===== src/rtl/t2cs_pkg.sv =====
// Purpose: Constants for the timer 2 control and status block
// Assumes: 8-bit special-function bus, one system clock
// Notes: Field positions refer to the timer2_control byte
//
// Summary of operation
// RQ1: High byte wrap sets high overflow flag.
// RQ2: 16-bit wrap FFFF to 0000 sets flag.
// RQ3: High flag with enable raises interrupt.
// RQ4: Flags cleared only by software writing zero.
// RQ5: Low byte wrap sets low flag always.
// RQ6: Low flag interrupts when low enable set.
// RQ7: Bit 4 turns capture mode on.
// RQ8: Split bit selects two 8-bit counters.
// RQ9: Counting only while run control is one; in split mode the low byte counts with run control zero.
// RQ10: Split mode run gates high byte only.
// RQ11: Bit 1 reads zero, ignores writes.
// RQ12: Clock select: system clock/12 or external/8.
// RQ13: Per-byte select overrides with system clock.
// RQ14: Control at 0xC8 page 0, bit access.
// RQ15: 16-bit wrap loads 16-bit reload value.
// RQ16: Split wrap reloads each byte separately.
// RQ17: Capture edge copies count, sets high flag.
// RQ18: Per-byte select one gives system clock.
// RQ19: Hardware set beats same-cycle software clear.
package t2cs_pkg;
    // ********************************
    // Addresses
    // ********************************
    localparam logic [7:0] CTL_ADDR = 8'hC8;
    localparam logic [7:0] RLL_ADDR = 8'hCA;
    localparam logic [7:0] RLH_ADDR = 8'hCB;
    localparam logic [7:0] CNTL_ADDR = 8'hCC;
    localparam logic [7:0] CNTH_ADDR = 8'hCD;
    localparam logic [7:0] TMR_PAGE = 8'h00;
    localparam logic [7:0] UNMAPPED_READ = 8'h00;
    // ********************************
    // Control fields
    // ********************************
    localparam int HI_FLAG_BIT = 7;
    localparam int LO_FLAG_BIT = 6;
    localparam int LO_IRQ_EN_BIT = 5;
    localparam int CAP_EN_BIT = 4;
    localparam int SPLIT_BIT = 3;
    localparam int RUN_BIT = 2;
    localparam int UNUSED_BIT = 1;
    localparam int XCLK_BIT = 0;
    localparam logic [7:0] CTL_RESET = 8'h00;
    localparam logic [7:0] BYTE_RESET = 8'h00;
    localparam logic [7:0] BYTE_MAX = 8'hFF;
    localparam logic [15:0] WORD_MAX = 16'hFFFF;
    // ********************************
    // Timing
    // ********************************
    localparam int SYS_DIV = 12;
    localparam int EXT_DIV = 8;
endpackage


===== src/rtl/t2cs_prescale.sv =====
// Purpose: System clock /12 tick and external /8 edges
// Assumes: ext_sync already passed the synchroniser
// Notes: External divider counts synchronised rising edges
`timescale 1ns/100ps
module t2cs_prescale #(
    parameter int SYS_DIV = t2cs_pkg::SYS_DIV,
    parameter int EXT_DIV = t2cs_pkg::EXT_DIV
) (
    input wire logic ref_clk,
    input wire logic nrst,
    input wire logic ext_sync,
    output logic div12_tick,
    output logic ext_rise,
    output logic ext_fall
);
    localparam int SW = $clog2(SYS_DIV);
    localparam int EW = $clog2(EXT_DIV);
    localparam logic [SW-1:0] SYS_LAST = SW'(SYS_DIV - 1);

    logic [SW-1:0] sys_cnt_ff;
    logic [SW-1:0] nxt_sys_cnt;
    logic [EW-1:0] ext_cnt_ff;
    logic [EW-1:0] nxt_ext_cnt;
    logic ext_prev_ff;
    logic div_prev_ff;
    logic pin_rise;

    // Edge detect on the second sync flop only
    assign pin_rise = ext_sync & ~ext_prev_ff;
    assign div12_tick = (sys_cnt_ff == SYS_LAST);
    assign ext_rise = ext_cnt_ff[EW-1] & ~div_prev_ff;
    assign ext_fall = ~ext_cnt_ff[EW-1] & div_prev_ff;

    always_comb begin
        nxt_sys_cnt = div12_tick ? '0 : sys_cnt_ff + 1'b1;
        nxt_ext_cnt = pin_rise ? ext_cnt_ff + 1'b1 : ext_cnt_ff;
    end

    always_ff @(posedge ref_clk or negedge nrst) begin
        if (!nrst) begin
            sys_cnt_ff <= '0;
            ext_cnt_ff <= '0;
            ext_prev_ff <= 1'b0;
            div_prev_ff <= 1'b0;
        end else begin
            sys_cnt_ff <= nxt_sys_cnt;
            ext_cnt_ff <= nxt_ext_cnt;
            ext_prev_ff <= ext_sync;
            div_prev_ff <= ext_cnt_ff[EW-1];
        end
    end
endmodule


===== src/rtl/t2cs_sync.sv =====
// Purpose: Two-flop synchroniser for a pin level
// Assumes: Input is asynchronous to ref_clk
// Notes: First flop feeds only the second
`timescale 1ns/100ps
module t2cs_sync (
    input wire logic ref_clk,
    input wire logic nrst,
    input wire logic async_in,
    output logic sync_out
);
    logic meta_ff;
    logic sync_ff;
    logic nxt_meta;
    logic nxt_sync;

    always_comb begin
        nxt_meta = async_in;
        nxt_sync = meta_ff;
    end

    always_ff @(posedge ref_clk or negedge nrst) begin
        if (!nrst) begin
            meta_ff <= 1'b0;
            sync_ff <= 1'b0;
        end else begin
            meta_ff <= nxt_meta;
            sync_ff <= nxt_sync;
        end
    end

    assign sync_out = sync_ff;
endmodule


===== src/rtl/t2cs_timer2.sv =====
// Purpose: Timer 2 control register, counter, reload and capture
// Assumes: Special-function bus on ref_clk, one write per cycle
// Notes: Software write to a counter byte beats a same-cycle count
`timescale 1ns/100ps
module t2cs_timer2 (
    input wire logic ref_clk,
    input wire logic nrst,
    input wire logic [7:0] sfr_addr,
    input wire logic [7:0] sfr_page,
    input wire logic sfr_wr,
    input wire logic [7:0] sfr_wdata,
    input wire logic sfr_bit_wr,
    input wire logic [2:0] sfr_bit_sel,
    input wire logic sfr_bit_val,
    output logic [7:0] sfr_rdata,
    input wire logic timer_irq_enable,
    input wire logic high_byte_clock_select,
    input wire logic low_byte_clock_select,
    input wire logic ext_osc_pin,
    output logic timer_irq,
    output logic high_ovf_pulse,
    output logic low_ovf_pulse,
    output logic high_run_en,
    output logic low_run_en,
    output logic split_mode_select,
    output logic capture_mode_enable,
    output logic external_clock_select
);
    // ********************************
    // Clock sources
    // ********************************
    logic ext_sync;
    logic div12_tick;
    logic ext_rise;
    logic ext_fall;

    t2cs_sync u_sync (
        .ref_clk(ref_clk),
        .nrst(nrst),
        .async_in(ext_osc_pin),
        .sync_out(ext_sync)
    );

    t2cs_prescale u_pre (
        .ref_clk(ref_clk),
        .nrst(nrst),
        .ext_sync(ext_sync),
        .div12_tick(div12_tick),
        .ext_rise(ext_rise),
        .ext_fall(ext_fall)
    );

    // ********************************
    // State
    // ********************************
    logic [7:0] ctl_ff;
    logic [7:0] nxt_ctl;
    logic [7:0] cnt_lo_ff;
    logic [7:0] nxt_cnt_lo;
    logic [7:0] cnt_hi_ff;
    logic [7:0] nxt_cnt_hi;
    logic [7:0] rl_lo_ff;
    logic [7:0] nxt_rl_lo;
    logic [7:0] rl_hi_ff;
    logic [7:0] nxt_rl_hi;
    logic hi_ovf_ff;
    logic lo_ovf_ff;

    logic page_ok;
    logic ctl_sel;
    logic ctl_byte_wr;
    logic ctl_bit_wr;
    logic lo_tick;
    logic hi_tick;
    logic lo_wrap;
    logic hi_wrap;
    logic cap_event;
    logic set_hi;
    logic set_lo;
    logic [7:0] wr_ctl;
    logic [15:0] cnt_word;

    assign split_mode_select = ctl_ff[t2cs_pkg::SPLIT_BIT];        // [RQ8]
    assign capture_mode_enable = ctl_ff[t2cs_pkg::CAP_EN_BIT];     // [RQ7]
    assign external_clock_select = ctl_ff[t2cs_pkg::XCLK_BIT];
    assign cnt_word = {cnt_hi_ff, cnt_lo_ff};

    // ********************************
    // Bus decode
    // ********************************
    assign page_ok = (sfr_page == t2cs_pkg::TMR_PAGE);
    assign ctl_sel = page_ok && (sfr_addr == t2cs_pkg::CTL_ADDR);  // [RQ14]
    assign ctl_byte_wr = ctl_sel && sfr_wr;
    assign ctl_bit_wr = ctl_sel && sfr_bit_wr;                     // [RQ14]

    always_comb begin
        wr_ctl = ctl_ff;
        if (ctl_byte_wr) begin
            wr_ctl = sfr_wdata;
        end else if (ctl_bit_wr) begin
            wr_ctl[sfr_bit_sel] = sfr_bit_val;
        end
        wr_ctl[t2cs_pkg::UNUSED_BIT] = 1'b0;                       // [RQ11]
    end

    always_comb begin
        if (!page_ok) begin
            sfr_rdata = t2cs_pkg::UNMAPPED_READ;
        end else if (sfr_addr == t2cs_pkg::CTL_ADDR) begin
            sfr_rdata = ctl_ff;
        end else if (sfr_addr == t2cs_pkg::RLL_ADDR) begin
            sfr_rdata = rl_lo_ff;
        end else if (sfr_addr == t2cs_pkg::RLH_ADDR) begin
            sfr_rdata = rl_hi_ff;
        end else if (sfr_addr == t2cs_pkg::CNTL_ADDR) begin
            sfr_rdata = cnt_lo_ff;
        end else if (sfr_addr == t2cs_pkg::CNTH_ADDR) begin
            sfr_rdata = cnt_hi_ff;
        end else begin
            sfr_rdata = t2cs_pkg::UNMAPPED_READ;
        end
    end

    // ********************************
    // Count enables
    // ********************************
    // Capture mode never counts on the external clock it measures
    function automatic logic pick_tick(input logic fast_sel);
        if (fast_sel) begin
            pick_tick = 1'b1;                                      // [RQ18]
        end else if (ctl_ff[t2cs_pkg::XCLK_BIT] &&
                     !ctl_ff[t2cs_pkg::CAP_EN_BIT]) begin
            pick_tick = ext_rise;                                  // [RQ12]
        end else begin
            pick_tick = div12_tick;                                // [RQ12]
        end
    endfunction

    always_comb begin
        if (ctl_ff[t2cs_pkg::SPLIT_BIT]) begin
            low_run_en = 1'b1;                                     // [RQ10]
            lo_tick = pick_tick(low_byte_clock_select);            // [RQ13]
            hi_tick = ctl_ff[t2cs_pkg::RUN_BIT] &&
                      pick_tick(high_byte_clock_select);           // [RQ13]
        end else begin
            low_run_en = ctl_ff[t2cs_pkg::RUN_BIT];                // [RQ9]
            lo_tick = low_run_en && pick_tick(low_byte_clock_select);
            hi_tick = lo_tick && (cnt_lo_ff == t2cs_pkg::BYTE_MAX);
        end
    end
    assign high_run_en = ctl_ff[t2cs_pkg::RUN_BIT];                // [RQ9]

    assign lo_wrap = lo_tick && (cnt_lo_ff == t2cs_pkg::BYTE_MAX); // [RQ5]
    assign hi_wrap = hi_tick && (cnt_hi_ff == t2cs_pkg::BYTE_MAX); // [RQ1] [RQ2]
    assign cap_event = ctl_ff[t2cs_pkg::CAP_EN_BIT] && ext_fall;   // [RQ17]
    assign set_hi = hi_wrap || cap_event;
    assign set_lo = lo_wrap;
    assign hi_ovf_ff = ctl_ff[t2cs_pkg::HI_FLAG_BIT];
    assign lo_ovf_ff = ctl_ff[t2cs_pkg::LO_FLAG_BIT];

    // ********************************
    // Next state
    // ********************************
    always_comb begin
        nxt_ctl = wr_ctl;
        // Set wins so an overflow in a clearing write is kept
        if (set_hi) begin
            nxt_ctl[t2cs_pkg::HI_FLAG_BIT] = 1'b1;                 // [RQ19] [RQ4]
        end
        if (set_lo) begin
            nxt_ctl[t2cs_pkg::LO_FLAG_BIT] = 1'b1;                 // [RQ19] [RQ4]
        end

        nxt_cnt_lo = cnt_lo_ff;
        nxt_cnt_hi = cnt_hi_ff;
        if (!ctl_ff[t2cs_pkg::SPLIT_BIT] && hi_wrap) begin
            nxt_cnt_lo = rl_lo_ff;                                 // [RQ15]
            nxt_cnt_hi = rl_hi_ff;                                 // [RQ15]
        end else begin
            if (lo_wrap && ctl_ff[t2cs_pkg::SPLIT_BIT]) begin
                nxt_cnt_lo = rl_lo_ff;                             // [RQ16]
            end else if (lo_tick) begin
                nxt_cnt_lo = cnt_lo_ff + 8'h01;
            end
            if (hi_wrap) begin
                nxt_cnt_hi = rl_hi_ff;                             // [RQ16]
            end else if (hi_tick) begin
                nxt_cnt_hi = cnt_hi_ff + 8'h01;
            end
        end

        nxt_rl_lo = rl_lo_ff;
        nxt_rl_hi = rl_hi_ff;
        if (cap_event) begin
            nxt_rl_lo = cnt_lo_ff;                                 // [RQ17]
            nxt_rl_hi = cnt_hi_ff;                                 // [RQ17]
        end

        if (page_ok && sfr_wr) begin
            if (sfr_addr == t2cs_pkg::RLL_ADDR) begin
                nxt_rl_lo = sfr_wdata;
            end else if (sfr_addr == t2cs_pkg::RLH_ADDR) begin
                nxt_rl_hi = sfr_wdata;
            end else if (sfr_addr == t2cs_pkg::CNTL_ADDR) begin
                nxt_cnt_lo = sfr_wdata;
            end else if (sfr_addr == t2cs_pkg::CNTH_ADDR) begin
                nxt_cnt_hi = sfr_wdata;
            end
        end
    end

    always_ff @(posedge ref_clk or negedge nrst) begin
        if (!nrst) begin
            ctl_ff <= t2cs_pkg::CTL_RESET;                         // [RQ14]
            cnt_lo_ff <= t2cs_pkg::BYTE_RESET;
            cnt_hi_ff <= t2cs_pkg::BYTE_RESET;
            rl_lo_ff <= t2cs_pkg::BYTE_RESET;
            rl_hi_ff <= t2cs_pkg::BYTE_RESET;
        end else begin
            ctl_ff <= nxt_ctl;
            cnt_lo_ff <= nxt_cnt_lo;
            cnt_hi_ff <= nxt_cnt_hi;
            rl_lo_ff <= nxt_rl_lo;
            rl_hi_ff <= nxt_rl_hi;
        end
    end

    // ********************************
    // Interrupt and strobes
    // ********************************
    assign timer_irq = timer_irq_enable &&
        (hi_ovf_ff ||                                              // [RQ3]
         (ctl_ff[t2cs_pkg::LO_IRQ_EN_BIT] && lo_ovf_ff));          // [RQ6]
    assign high_ovf_pulse = set_hi;
    assign low_ovf_pulse = set_lo;
endmodule


===== config.mk =====
export PLATFORM = sky130hd
export DESIGN_NAME = t2cs_timer2
export DESIGN_NICKNAME = d
export VERILOG_FILES = /design/src/rtl/t2cs_pkg.sv /design/src/rtl/t2cs_prescale.sv /design/src/rtl/t2cs_sync.sv /design/src/rtl/t2cs_timer2.sv
export SDC_FILE = /design/constraint.sdc
export NUM_CORES = 1
export LEC_CHECK = 0
export ABC_AREA = 1
export BUFFER_PORTS_ARGS = -buffer_cell sky130_fd_sc_hd__buf_2
export CAP_MARGIN = 20
export CORE_ASPECT_RATIO = 2
export CORE_UTILIZATION = 45
export DETAILED_ROUTE_END_ITERATION = 12
export PLACE_DENSITY = 0.65
export SLEW_MARGIN = 10
export SYNTH_ARGS = -nofsm -noshare
export SYNTH_HDL_FRONTEND = slang
export SYNTH_SLANG_ARGS = --single-unit

===== constraint.sdc =====
create_clock -name ref_clk -period 2.09 [get_ports ref_clk]
set_input_delay 0.3135 -clock ref_clk [delete_from_list [all_inputs] [get_ports ref_clk]]
set_output_delay 0.3135 -clock ref_clk [all_outputs]
set_load 0.01 [all_outputs]

# After elaboration in Yosys (flattened, before gate mapping)
# Cells that the tools add are included.
[classes]
order_cmp = 2
reduce_logical = 24
eq_ne = 8
mux = 44
addsub = 4
bitwise = 6
[ops]
columns = ["cell", "count"]
rows = [
  ["8-bit 2-to-1 mux", 30],
  ["8-bit equality test (second input constant)", 7],
  ["8-bit by 1-bit adder with 8-bit output (second input constant)", 2],
  ["1-bit logical AND", 16],
  ["1-bit 2-to-1 mux", 11],
  ["8-bit bitwise mux", 1],
  ["8-bit logical NOT", 1],
  ["3-bit nonzero test", 2],
  ["4-bit by 1-bit adder with 4-bit output (second input constant)", 1],
  ["4-bit equality test (second input constant)", 1],
  ["3-bit by 4-bit < comparator with 1-bit output (second input constant)", 1],
  ["4-bit 2-to-1 mux", 1],
  ["3-bit by 1-bit adder with 3-bit output (second input constant)", 1],
  ["1-bit bitwise AND", 3],
  ["1-bit demux with 3-bit select", 1],
  ["3-bit by 1-bit >= comparator with 1-bit output (second input constant)", 1],
  ["1-bit NOT", 3],
  ["1-bit logical NOT", 2],
  ["1-bit logical OR", 2],
  ["2-bit nonzero test", 1],
]
[word_totals]
word_cells = 101
regBits = 50
output_inout_bits = 16
inputBits = 36

# Longest topological paths before layout
# Gate-level depths: netlist of the first run.
[logic_depth]
word_depth = 16
mapped_depth = 13

# Hierarchy
# A second synthesis of the first run with hierarchy kept.
[hier_totals]
hier_cells = 508
hier_area_um2 = 3409.5
[by_module_without_submodules]
columns = ["module", "n_inst", "cells_per_inst", "seq_area_each_um2", "area_each_um2"]
rows = [
  ["t2cs_timer2", 1, 467, 975.9, 2984.1],
  ["t2cs_prescale", 1, 39, 225.2, 375.4],
  ["t2cs_sync", 1, 2, 50.0, 50.0],
]

# Worst setup path after synthesis of the first run
# No wires, ideal clock.
[synth_path]
kind = "reg-to-output"
from = "register u_pre.sys_cnt_ff[0]"
to = "output port high_ovf_pulse"
setup_slack_ns = 0.356
stages_incl_launch_ff = 11
t_arrival_ns = 1.421
required_ns = 1.776
path_buffers = 1
cell_sequence = "dfrtp_1 > ha_1 > inv_1 > nor2_1 > nand3_1 > nand3_1 > nand3_1 > nand2_2 > buf_6 > nand2_2 > nand2_1"
[synth_via]
elab_chain_cells = 9
[synth_lines]
columns = ["item", "line_no", "rtl"]
rows = [
  ["start: declaration", "t2cs_prescale.sv:20", "logic [SW-1:0] sys_cnt_ff;"],
  ["start signal: assignment", "t2cs_prescale.sv:46", "sys_cnt_ff <= nxt_sys_cnt;"],
  ["4-bit equality test (*)", "t2cs_prescale.sv:30", "assign div12_tick = (sys_cnt_ff == SYS_LAST);"],
  ["1-bit 2-to-1 mux (*)", "t2cs_timer2.sv:131", "end else if (ctl_ff[t2cs_pkg::XCLK_BIT] &&"],
  ["1-bit 2-to-1 mux", "t2cs_timer2.sv:129", "if (fast_sel) begin"],
  ["1-bit 2-to-1 mux", "t2cs_timer2.sv:140", "if (ctl_ff[t2cs_pkg::SPLIT_BIT]) begin"],
  ["1-bit logical AND", "t2cs_timer2.sv:147", "lo_tick = low_run_en && pick_tick(low_byte_clock_select);"],
  ["1-bit logical AND", "t2cs_timer2.sv:148", "hi_tick = lo_tick && (cnt_lo_ff == t2cs_pkg::BYTE_MAX);"],
  ["1-bit 2-to-1 mux (*)", "t2cs_timer2.sv:140", ""],
  ["1-bit logical AND (*)", "t2cs_timer2.sv:154", "assign hi_wrap = hi_tick && (cnt_hi_ff == t2cs_pkg::BYTE_MAX);"],
  ["1-bit logical OR (*)", "t2cs_timer2.sv:156", "assign set_hi = hi_wrap || cap_event;"],
  ["end: declaration", "t2cs_timer2.sv:21", "output logic high_ovf_pulse,"],
]
# Every way passes the cells marked *; elsewhere a longest branch is shown, timed or not. The select of a mux whose other input is x is not followed.

# Final worst setup path of the first run
[layout_path]
from = "register cnt_lo_ff[1]"
to = "output port high_ovf_pulse"
[layout_via]
elab_chain_cells = 5
[layout_lines]
columns = ["item", "line_no", "rtl"]
rows = [
  ["start: declaration", "t2cs_timer2.sv:58", "logic [7:0] cnt_lo_ff;"],
  ["start signal: assignment", "t2cs_timer2.sv:215", "cnt_lo_ff <= t2cs_pkg::BYTE_RESET;"],
  ["start signal: assignment", "t2cs_timer2.sv:221", "cnt_lo_ff <= nxt_cnt_lo;"],
  ["8-bit equality test", "t2cs_timer2.sv:148", ""],
  ["1-bit logical AND", "t2cs_timer2.sv:148", ""],
  ["1-bit 2-to-1 mux", "t2cs_timer2.sv:140", ""],
  ["1-bit logical AND", "t2cs_timer2.sv:154", ""],
  ["1-bit logical OR", "t2cs_timer2.sv:156", ""],
]
# No other way between the ends.

==> results of run 1 <==
[what timing repair did]
action	in CTS	in global routing
pin swaps	4	3
buffers inserted	5	6
resized for setup	6	13
setup endpoints to repair	2	3
[per-layer routing]
layer | up-vias | global-route usage
li1 | 1856 | -
met1 | 1771 | 0.277
met2 | 131 | 0.531
met3 | 43 | 0.0405
met4 | 0 | 0.233
met5 | - | 0
[placed cells by master (no fill, tap or decap), types with 4 or more instances in the layout]
cell type  count
o21ai_0       41
xor2_1         9
nor2_1        60
nand3_1       46
nor3_1         9
nand2_2       10
a21oi_1       28
nand4_1        7
nand2_1      109
a211oi_1       8
o22ai_1        7
inv_1         70
buf_2         51
o21ai_1        4
inv_2          5
clkbuf_16      5
buf_4         31
o211ai_1       6
dfrtp_1       49
a31oi_1        6
[worst reg2reg max path: stages, from the launching register on]
cell     delay [ns]
dfrtp_1        0.39
ha_2           0.21
nand2_1        0.05
inv_1          0.10
nand2_1        0.11
nor2_2         0.13
buf_6          0.14
nand4_1        0.14
nand2_2        0.15
inv_1          0.10
nand2_1        0.08
nand3_1        0.06
nand2_1        0.06
inv_1          0.03
[per-stage QoR]
stage	cell area (um^2)	power, mW
after detailed placement	4010	2.25
after global placement	4010	2.23
final	4350	3.33
after global routing	4350	3.54
after CTS	4250	3.26
after floorplan	3510	1.93
[cell type report]
| type | instances | area, um^2 |
|---|---|---|
| fill | 790 | 3200 |
| timing repair buffer | 85 | 539 |
| sequential | 50 | 1250 |
| inverter | 75 | 282 |
| clock buffer | 6 | 139 |
| tap | 94 | 118 |
| multi-input combinational | 379 | 1990 |
| clock inverter | 1 | 30.0 |
[sequential cells by signal (all words and copies together) (netlist names)]
register           count
u_pre.sys_cnt_ff       4
rl_hi_ff               8
u_sync.sync_out        1
cnt_lo_ff              8
u_sync.meta_ff         1
cnt_hi_ff              8
rl_lo_ff               8
u_pre.ext_cnt_ff       3
u_pre.div_prev_ff      1
u_pre.ext_prev_ff      1
ctl_ff                 7
[cell families (layout without fill, tap and decap cells)]
| kind of cell | after synthesis | in the layout | share of synthesized area |
|---|---|---|---|
| flops | 50 | 50 | 0.357 |
| mux | 1 | 1 | 0.00321 |
| xor+xnor | 10 | 10 | 0.0250 |
| buf+inv | 87 | 167 | 0.0991 |
| compound gates | 103 | 103 | 0.164 |
| simple gates | 261 | 261 | 0.338 |
| fa+ha+maj | 4 | 4 | 0.0143 |
[worst min path at each step]
stage | start | to | slack (ns) | cells past startpoint
6_report | nrst | cnt_hi_ff[2] | 0.007 | 1
5_1_grt | nrst | cnt_hi_ff[2] | 0.06 | 1
4_1_cts | nrst | cnt_hi_ff[0] | 0.03 | 1
3_5_place_dp | nrst | cnt_hi_ff[2] | 0.34 | 1
3_3_place_gp | nrst | cnt_hi_ff[0] | 0.34 | 1
2_1_floorplan | nrst | cnt_hi_ff[0] | 0.02 | 0
[power by group]
part / internal, mW / switching (mW)
sequential: 1.13 / 0.132
clock: 0.591 / 0.362
combinational: 0.460 / 0.653
==> flow_summary.ini, run 1 <==
[synth]
async_flop_share = 1.00
yosysMostFrequentCell = nand2_1
synth_top_area_cell = dfrtp_1
synth_top_area_share = 0.357
synth-seq-cells = 50
synth_nets = 556
synth_cells = 516
ys_seq_area_frac = 0.357
postSynthAreaPerCell_um2 = 6.80
ys_warn_count = 0
dominantRegCellSynth = dfrtp_1
synth_area_leaders = dfrtp_1 36%, nand2_1 12%, inv_1 7.6%
synthTopCellsByCount = 110 x nand2_1, 71 x inv_1, 62 x nor2_1
synth_edf_count = 0
yosysUniqueCellTypes = 35
syn_area_um2 = 3510

[worst_setup_path]
cp_num_buf_inv = 1
cp_data_required_time_ns = 1.78
slowest_stage = dfrtp_1
critical_path.most_common_cell = nand2_2
path_max_fanout = 3
cp_num_cells = 8
end_kind = primary output
arrival_ns = 1.71
critPathLaunchType = flop
r2r_slack_ns = 0.24
crit_type = flop to primary output
r2r_end = cnt_lo_ff[5]
r2r_cells = 13
crit_family = simple AND/OR/NAND/NOR gates
setup.worst_path.end = high_ovf_pulse
path_cells = ha_4 -> nand2_2 -> nor3_4 -> nand3_4 -> nand2_2 -> nand2_2 -> nand2_1 -> buf_2
reg2reg_from = cnt_hi_ff[1]
critical_path.startpoint = cnt_lo_ff[1]
cpPeakStageDelay_ns = 0.41

[floorplanning]
initial_utilization = 0.465
rows = 45
coreArea_um2 = 7540
die_w_um = 64.4
dieArea_um2 = 8180
die_h_um = 127
pin_count = 52

[place]
placedCellCount = 672
detailed_place_hpwl_mm = 8.74
place_congestion = 0.956
dp_slack_ns = 0.133
io_buffers = 51

[detailed_routing]
top_layer = met4
drc = 0
finalWirelength_mm = 11.1
first_pass_iters = 5
m1WireLength_mm = 3.72
routed-via-count = 3801
wl_met2_mm = 6.07
avgViaCountPerCell = 5.51
wl_met3_um = 487
wl_per_cell_um = 16.1
drt_iter0_markers = 201
ant_nets = 0

[clock_network]
cts_tree = built
clockBufferDepth = 2
numCtsBuffers = 5
cts_root_buf = clkbuf_16
cts_max_level = 2
clkTransAtPathRegs_ns = 0.07
cts_num_sinks = 50
hold_buffers = 0
clkLatencyLatePin_ns = 0.30

[timing]
setup_slack_ns = 0.0697
maxSlewHeadroom = 0.617
maxSlewViolCount = 0
worstMarginPinSlew_ns = 0.575
finalHoldViolCount = 0
fin_crit_sh = 0.967
fin_crit_ns = 2.02
fmax_mhz = 495
final.setup.tns_ns = 0
whs_ns = 0.00702
setup_viol = 0
skew_ns = 0.00486

[cells_and_area]
syn2layout_area_growth_pct = 23.9
diodes = 0
final_util = 0.576
stdcell_count = 690
layout.nets = 636
drive_gt1_frac = 0.218

[min_path]
min_path_type = input port to async pin

[global_route]
antenna_found_initial = 0
track_usage = 0.290
grt_max_degree = 34
overflow = 0
grt_pass1_wl_mm = 17.9
grt_pass1_vias = 3812

[job]
cap_violations = 0

[pwr]
p_per_area_nw_per_um2 = 765
leakagePower_nw = 2.19
ir_drop_mv = 0.538

[outcome]
status = complete, no violations
No activity file was read; power rests on OpenSTA's default activity.
==> run 2: changes to the inputs <==
--- a/config.mk
+++ b/config.mk
@@ -11,7 +11,7 @@
 export CORE_ASPECT_RATIO = 2
 export CORE_UTILIZATION = 45
 export DETAILED_ROUTE_END_ITERATION = 12
-export PLACE_DENSITY = 0.65
+export PLACE_DENSITY = 0.68
 export SLEW_MARGIN = 10
 export SYNTH_ARGS = -nofsm -noshare
 export SYNTH_HDL_FRONTEND = slang
==> constraint.sdc (replaced) <==
create_clock -name ref_clk -period 1.6 [get_ports ref_clk]
set_input_delay 0.24 -clock ref_clk [delete_from_list [all_inputs] [get_ports ref_clk]]
set_output_delay 0.24 -clock ref_clk [all_outputs]
set_load 0.01 [all_outputs]
==> run 2 against run 1 <==
The run now ends with setup timing left. Critical endpoint is now cnt_hi_ff[5]. Total power up 54%. Critical path type is now flop to flop. Sequential share of layout area decreased by 6.3 points. Non-clock buffer count is 73 higher. Clock power is 14% higher. Register-to-register slack lost 0.56 ns. Via count grew 15%. Largest power group is now combinational logic.
==> flow_summary.ini, run 2 (synthesized netlist as in run 1, its figures left out) <==
[timing]
setup_viol = 26
maxSlewViolCount = 0
whs_ns = 0.0494
fin_crit_sh = 1.20
final.setup.tns_ns = -5.03
rsz0062_at_grt = true
fmax_mhz = 521
worstMarginPinSlew_ns = 0.435
finalHoldViolCount = 0
setup_slack_ns = -0.321
skew_ns = 0.00804
maxSlewHeadroom = 0.707
fin_crit_ns = 1.92

[pwr]
swShare = 0.376
ir_drop_mv = 0.928
seq_power_share = 0.320
p_switching_mw = 1.92
p_clk_frac = 0.213
p_per_area_nw_per_um2 = 920
intPower_mw = 3.19
leakagePower_nw = 2.75
pwr-share-comb = 0.468

[worst_setup_path]
end_kind = flop
crit_type = flop to flop
cp_data_required_time_ns = 1.78
reg2reg_from = cnt_lo_ff[1]
path_max_fanout = 5
r2r_end = cnt_hi_ff[5]
r2r_slack_ns = -0.32
critPathLaunchType = flop
r2r_cells = 13
arrival_ns = 2.10

[detailed_routing]
wl_per_cell_um = 18.1
drc = 0
drt_iter0_markers = 403
first_pass_iters = 7
ant_nets = 0
finalWirelength_mm = 13.8
avgViaCountPerCell = 5.74
routed-via-count = 4389

[global_route]
grt_pass1_vias = 4358
track_usage = 0.339
grt_max_degree = 51
antenna_found_initial = 0
overflow = 0
grt_pass1_wl_mm = 20.7

[clock_network]
clkLatencyLatePin_ns = 0.30
cts_num_sinks = 50
numCtsBuffers = 5
clockBufferDepth = 2
cts_root_buf = clkbuf_16
cts_max_level = 2
clkTransAtPathRegs_ns = 0.07
cts_tree = built

[floorplanning]
initial_utilization = 0.465
die_h_um = 127
pin_count = 52
rows = 45
dieArea_um2 = 8180
coreArea_um2 = 7540
die_w_um = 64.4

[job]
cap_violations = 0

[cells_and_area]
diodes = 0
layout_commonest_cell = nand2_1
stdcell_count = 765
drive_gt1_frac = 0.420
final_cell_mix = 86 x nand2_1, 72 x buf_4, 56 x inv_1, 54 x nor2_1, 50 x dfrtp_1
syn2layout_area_growth_pct = 58.3
layout.nets = 710

[place]
placedCellCount = 720
detailed_place_hpwl_mm = 9.37
io_buffers = 51
dp_slack_ns = -0.170
place_congestion = 1.03

[outcome]
violations = setup timing
status = complete, but fails checks

[min_path]
worstHoldStart = ext_osc_pin
min_path_type = input port to flop
hold_path_depth = 1
holdPathEnd = u_sync.meta_ff
[run 2: cell types whose count changed in the layout (fill, tap and decap cells not counted), moves of 7 or more]
cell,delta
buf_2,-8
buf_4,+41
buf_6,+30
inv_1,-14
inv_2,+7
inv_4,+7
nand2_1,-23
nand2_2,+11
nand2_4,+11
nand3_1,-13
nand3_2,+13
o21ai_0,-10
[run 2: how the worst max path moves through the flow]
| stage | startpoint | to | slack (ns) | depth (start not counted) |
|---|---|---|---|---|
| 2_1_floorplan | u_pre.sys_cnt_ff[0] | cnt_lo_ff[7] | 0.002 | 13 |
| 3_3_place_gp | u_pre.sys_cnt_ff[0] | cnt_hi_ff[5] | -0.11 | 12 |
| 3_5_place_dp | u_pre.sys_cnt_ff[1] | cnt_hi_ff[5] | -0.17 | 13 |
| 4_1_cts | cnt_lo_ff[1] | high_ovf_pulse | -0.30 | 8 |
| 5_1_grt | u_pre.sys_cnt_ff[0] | cnt_hi_ff[5] | -0.40 | 15 |
| 6_report | cnt_lo_ff[1] | cnt_hi_ff[5] | -0.32 | 13 |
[run 2: cell type report]
class	count	area (um^2)
fill	572	1990
tap	94	118
clock buffer	5	125
clock inverter	3	21.3
multi-input combinational	380	2400
timing repair buffer	158	1340
inverter	75	299
sequential	50	1250
[run 2: repair_timing]
action                                 4_1_cts  5_1_grt
endpoints found under the hold margin       50        0
setup endpoints to repair                   27       30
setup buffers                               30        7
resized for setup                          100       74
hold buffers                                 1        0
pin swaps                                   48       48
gates cloned                                 2        1
[run 2: per-stage QoR]
stage	utilization	instance area (um^2)	power, mW
after floorplan	-	3530	2.54
after global routing	0.736	5550	5.36
after detailed placement	0.585	4420	3.26
after global placement	0.585	4420	3.20
after CTS	0.692	5220	4.80
final	0.736	5550	5.11
[run 2: routing by layer]
layer  vias to the layer above  GRT usage  part of all wire
li1                       2013          -                 -
met1                      2070      0.326              0.33
met2                       220      0.620              0.54
met3                        86     0.0423             0.053
met4                         0      0.272             0.084
met5                         -          0                 0
[run 2: power groups by stage]
stage          sequential, mW  clock (mW)  combinational, mW
6_report                 1.63        1.09               2.39
5_1_grt                  1.65        1.14               2.57
4_1_cts                  1.62        1.10               2.08
3_5_place_dp             1.63           0               1.63
3_3_place_gp             1.62           0               1.58
2_1_floorplan            1.63           0              0.909
[run 2: worst max-delay path, stage by stage (launching register included)]
cell and delay (ns):
dfrtp_1 0.41, ha_4 0.18, nand2_4 0.06, nor3_4 0.23, nand3_4 0.13, nand2_4 0.10
buf_6 0.12, buf_12 0.11, buf_12 0.10, nand2_2 0.05, nand2_2 0.07, nand3_2 0.05
nand2_1 0.09, nand2_2 0.07
==> run 3: changes to the inputs <==
--- a/config.mk
+++ b/config.mk
@@ -12,6 +12,7 @@
 export CORE_UTILIZATION = 45
 export DETAILED_ROUTE_END_ITERATION = 12
 export PLACE_DENSITY = 0.68
+export RECOVER_POWER = 100
 export SLEW_MARGIN = 10
 export SYNTH_ARGS = -nofsm -noshare
 export SYNTH_HDL_FRONTEND = slang
==> run 3 against run 2 <==
The run still ends with setup timing left. Sequential share of layout area grew 0.092 points. Maximum frequency shrank 0.64%. Cell count is the same. Sequential cell count is the same. Worst setup slack lost 0.012 ns. Die area is the same. Total power is essentially flat. Combinational power is essentially flat. Clock power is essentially flat. Design area shrank 0.41%. Hold slack lost 0.0011 ns. Largest power group unchanged.
==> flow_summary.ini, run 3 (synthesized netlist as in run 1, its figures left out) <==
[cells_and_area]
fill_cells = 578
final_area_um2 = 5530
final_cell_mix = 87 x nand2_1, 71 x buf_4, 56 x inv_1, 55 x nor2_1, 50 x dfrtp_1
layout.nets = 710
final_util = 0.733
diodes = 0
layout_commonest_cell = nand2_1
multi_input_area_um2 = 2400
syn2layout_area_growth_pct = 57.6
drive_gt1_frac = 0.414
register_area_um2 = 1250

[pwr]
ir_drop_mv = 0.935
leakagePower_nw = 2.74
p_per_area_nw_per_um2 = 923

[clock_network]
numCtsBuffers = 5
cts_max_level = 2
cts_tree = built
cts_num_sinks = 50
clkLatencyLatePin_ns = 0.30
cts_root_buf = clkbuf_16
clockBufferDepth = 2
clkTransAtPathRegs_ns = 0.07

[timing]
fmax_mhz = 517
fin_crit_sh = 1.21
final.setup.tns_ns = -5.14
maxSlewViolCount = 0
fin_crit_ns = 1.93
maxSlewHeadroom = 0.523
rsz0062_at_grt = true
worstMarginPinSlew_ns = 0.715
finalHoldViolCount = 0
setup_viol = 27
setup_slack_ns = -0.333
skew_ns = 0.00709
whs_ns = 0.0483

[detailed_routing]
first_pass_iters = 5
drt_iter0_markers = 435
avgViaCountPerCell = 5.77
routed-via-count = 4416
wl_per_cell_um = 18.1
ant_nets = 0
finalWirelength_mm = 13.8
drc = 0

[outcome]
violations = setup timing
status = complete, but fails checks

[worst_setup_path]
setup.worst_path.end = cnt_hi_ff[5]
critical_path.startpoint = u_pre.sys_cnt_ff[0]
cp_data_required_time_ns = 1.78
r2r_cells = 15
path_max_fanout = 5
end_kind = flop
arrival_ns = 2.11
r2r_end = cnt_hi_ff[5]
crit_type = flop to flop
reg2reg_from = u_pre.sys_cnt_ff[0]
critPathLaunchType = flop
r2r_slack_ns = -0.33

[floorplanning]
die_w_um = 64.4
initial_utilization = 0.465
dieArea_um2 = 8180
pin_count = 52
rows = 45
coreArea_um2 = 7540
die_h_um = 127

[min_path]
min_path_type = input port to flop

[place]
place_congestion = 1.03
place_area_um2 = 4420
io_buffers = 51
detailed_place_hpwl_mm = 9.37

[global_route]
overflow = 0
grt_pass1_wl_mm = 20.7
grt_max_degree = 51
track_usage = 0.339
antenna_found_initial = 0
grt_pass1_vias = 4358

[job]
cap_violations = 0
-- run 3: cell count changes in the layout (fill, tap and decap cells not counted) --
cell      change
nor2_2        -1
nor2_1        +1
clkbuf_1      +2
buf_2         -1
nand2_2       -1
nand2_1       +1
clkbuf_4      +1
buf_12        -1
buf_4         -1
-- run 3: how the worst min path moves through the flow --
stage / from / to / slack (ns) / cells past startpoint
2_1_floorplan: nrst / cnt_hi_ff[0] / -0.06 / 0
3_3_place_gp: nrst / cnt_hi_ff[3] / 0.25 / 2
3_5_place_dp: nrst / cnt_hi_ff[3] / 0.25 / 2
4_1_cts: ext_osc_pin / u_sync.meta_ff / 0.04 / 1
5_1_grt: ext_osc_pin / u_sync.meta_ff / 0.04 / 1
6_report: ext_osc_pin / u_sync.meta_ff / 0.05 / 1
-- run 3: routing by layer --
layer / wire, um / share of wire / vias to the layer above / global-route usage
li1: - / - / 2011 / -
met3: 739 / 0.053 / 85 / 0.0423
met1: 4520 / 0.33 / 2070 / 0.326
met2: 7430 / 0.54 / 250 / 0.620
met4: 1140 / 0.083 / 0 / 0.272
met5: 0 / 0 / - / 0
-- run 3: report_power, final --
group	leakage, nW	internal (mW)	switching, mW	total [mW]
Combinational	2.03	1.14	1.25	2.38
Sequential	0.639	1.47	0.162	1.63
Clock	0.0698	0.581	0.512	1.09
Total	2.74	3.19	1.92	5.11
-- run 3: through the flow --
step | setup WS, ns | total power [mW] | std cells
after floorplan | 0.00167 | 2.54 | 516
after global placement | -0.105 | 3.20 | 720
final | -0.333 | 5.11 | 765
after global routing | -0.401 | 5.36 | 765
after detailed placement | -0.170 | 3.26 | 720
after CTS | -0.304 | 4.80 | 759
-- run 3: final cells by class --
class,count,share of cell area
Tap cell,94,0.0213
Multi-Input combinational cell,380,0.433
Inverter,75,0.0541
Timing Repair Buffer,158,0.239
Sequential cell,50,0.226
Clock buffer,5,0.0226
Clock inverter,3,0.00385
-- run 3: repair_timing --
item	CTS	global route
buffers inserted	30	7
hold buffers	1	0
endpoints found under the setup margin	27	30
gates resized for setup	100	74
hold endpoints to repair	50	0
gates cloned	2	1
pin swaps	48	48
-- run 3: worst max-delay path, stage by stage (launching register included) --
cell and delay, ns:
dfrtp_1 0.36, ha_2 0.19, inv_2 0.05, nor2_4 0.09
nand3_2 0.10, nand3_1 0.10, nand3_2 0.11, nand2_4 0.12
buf_6 0.13, buf_12 0.11, buf_12 0.11, nand2_2 0.05
nand2_2 0.07, nand3_2 0.05, nand2_1 0.09, nand2_2 0.07
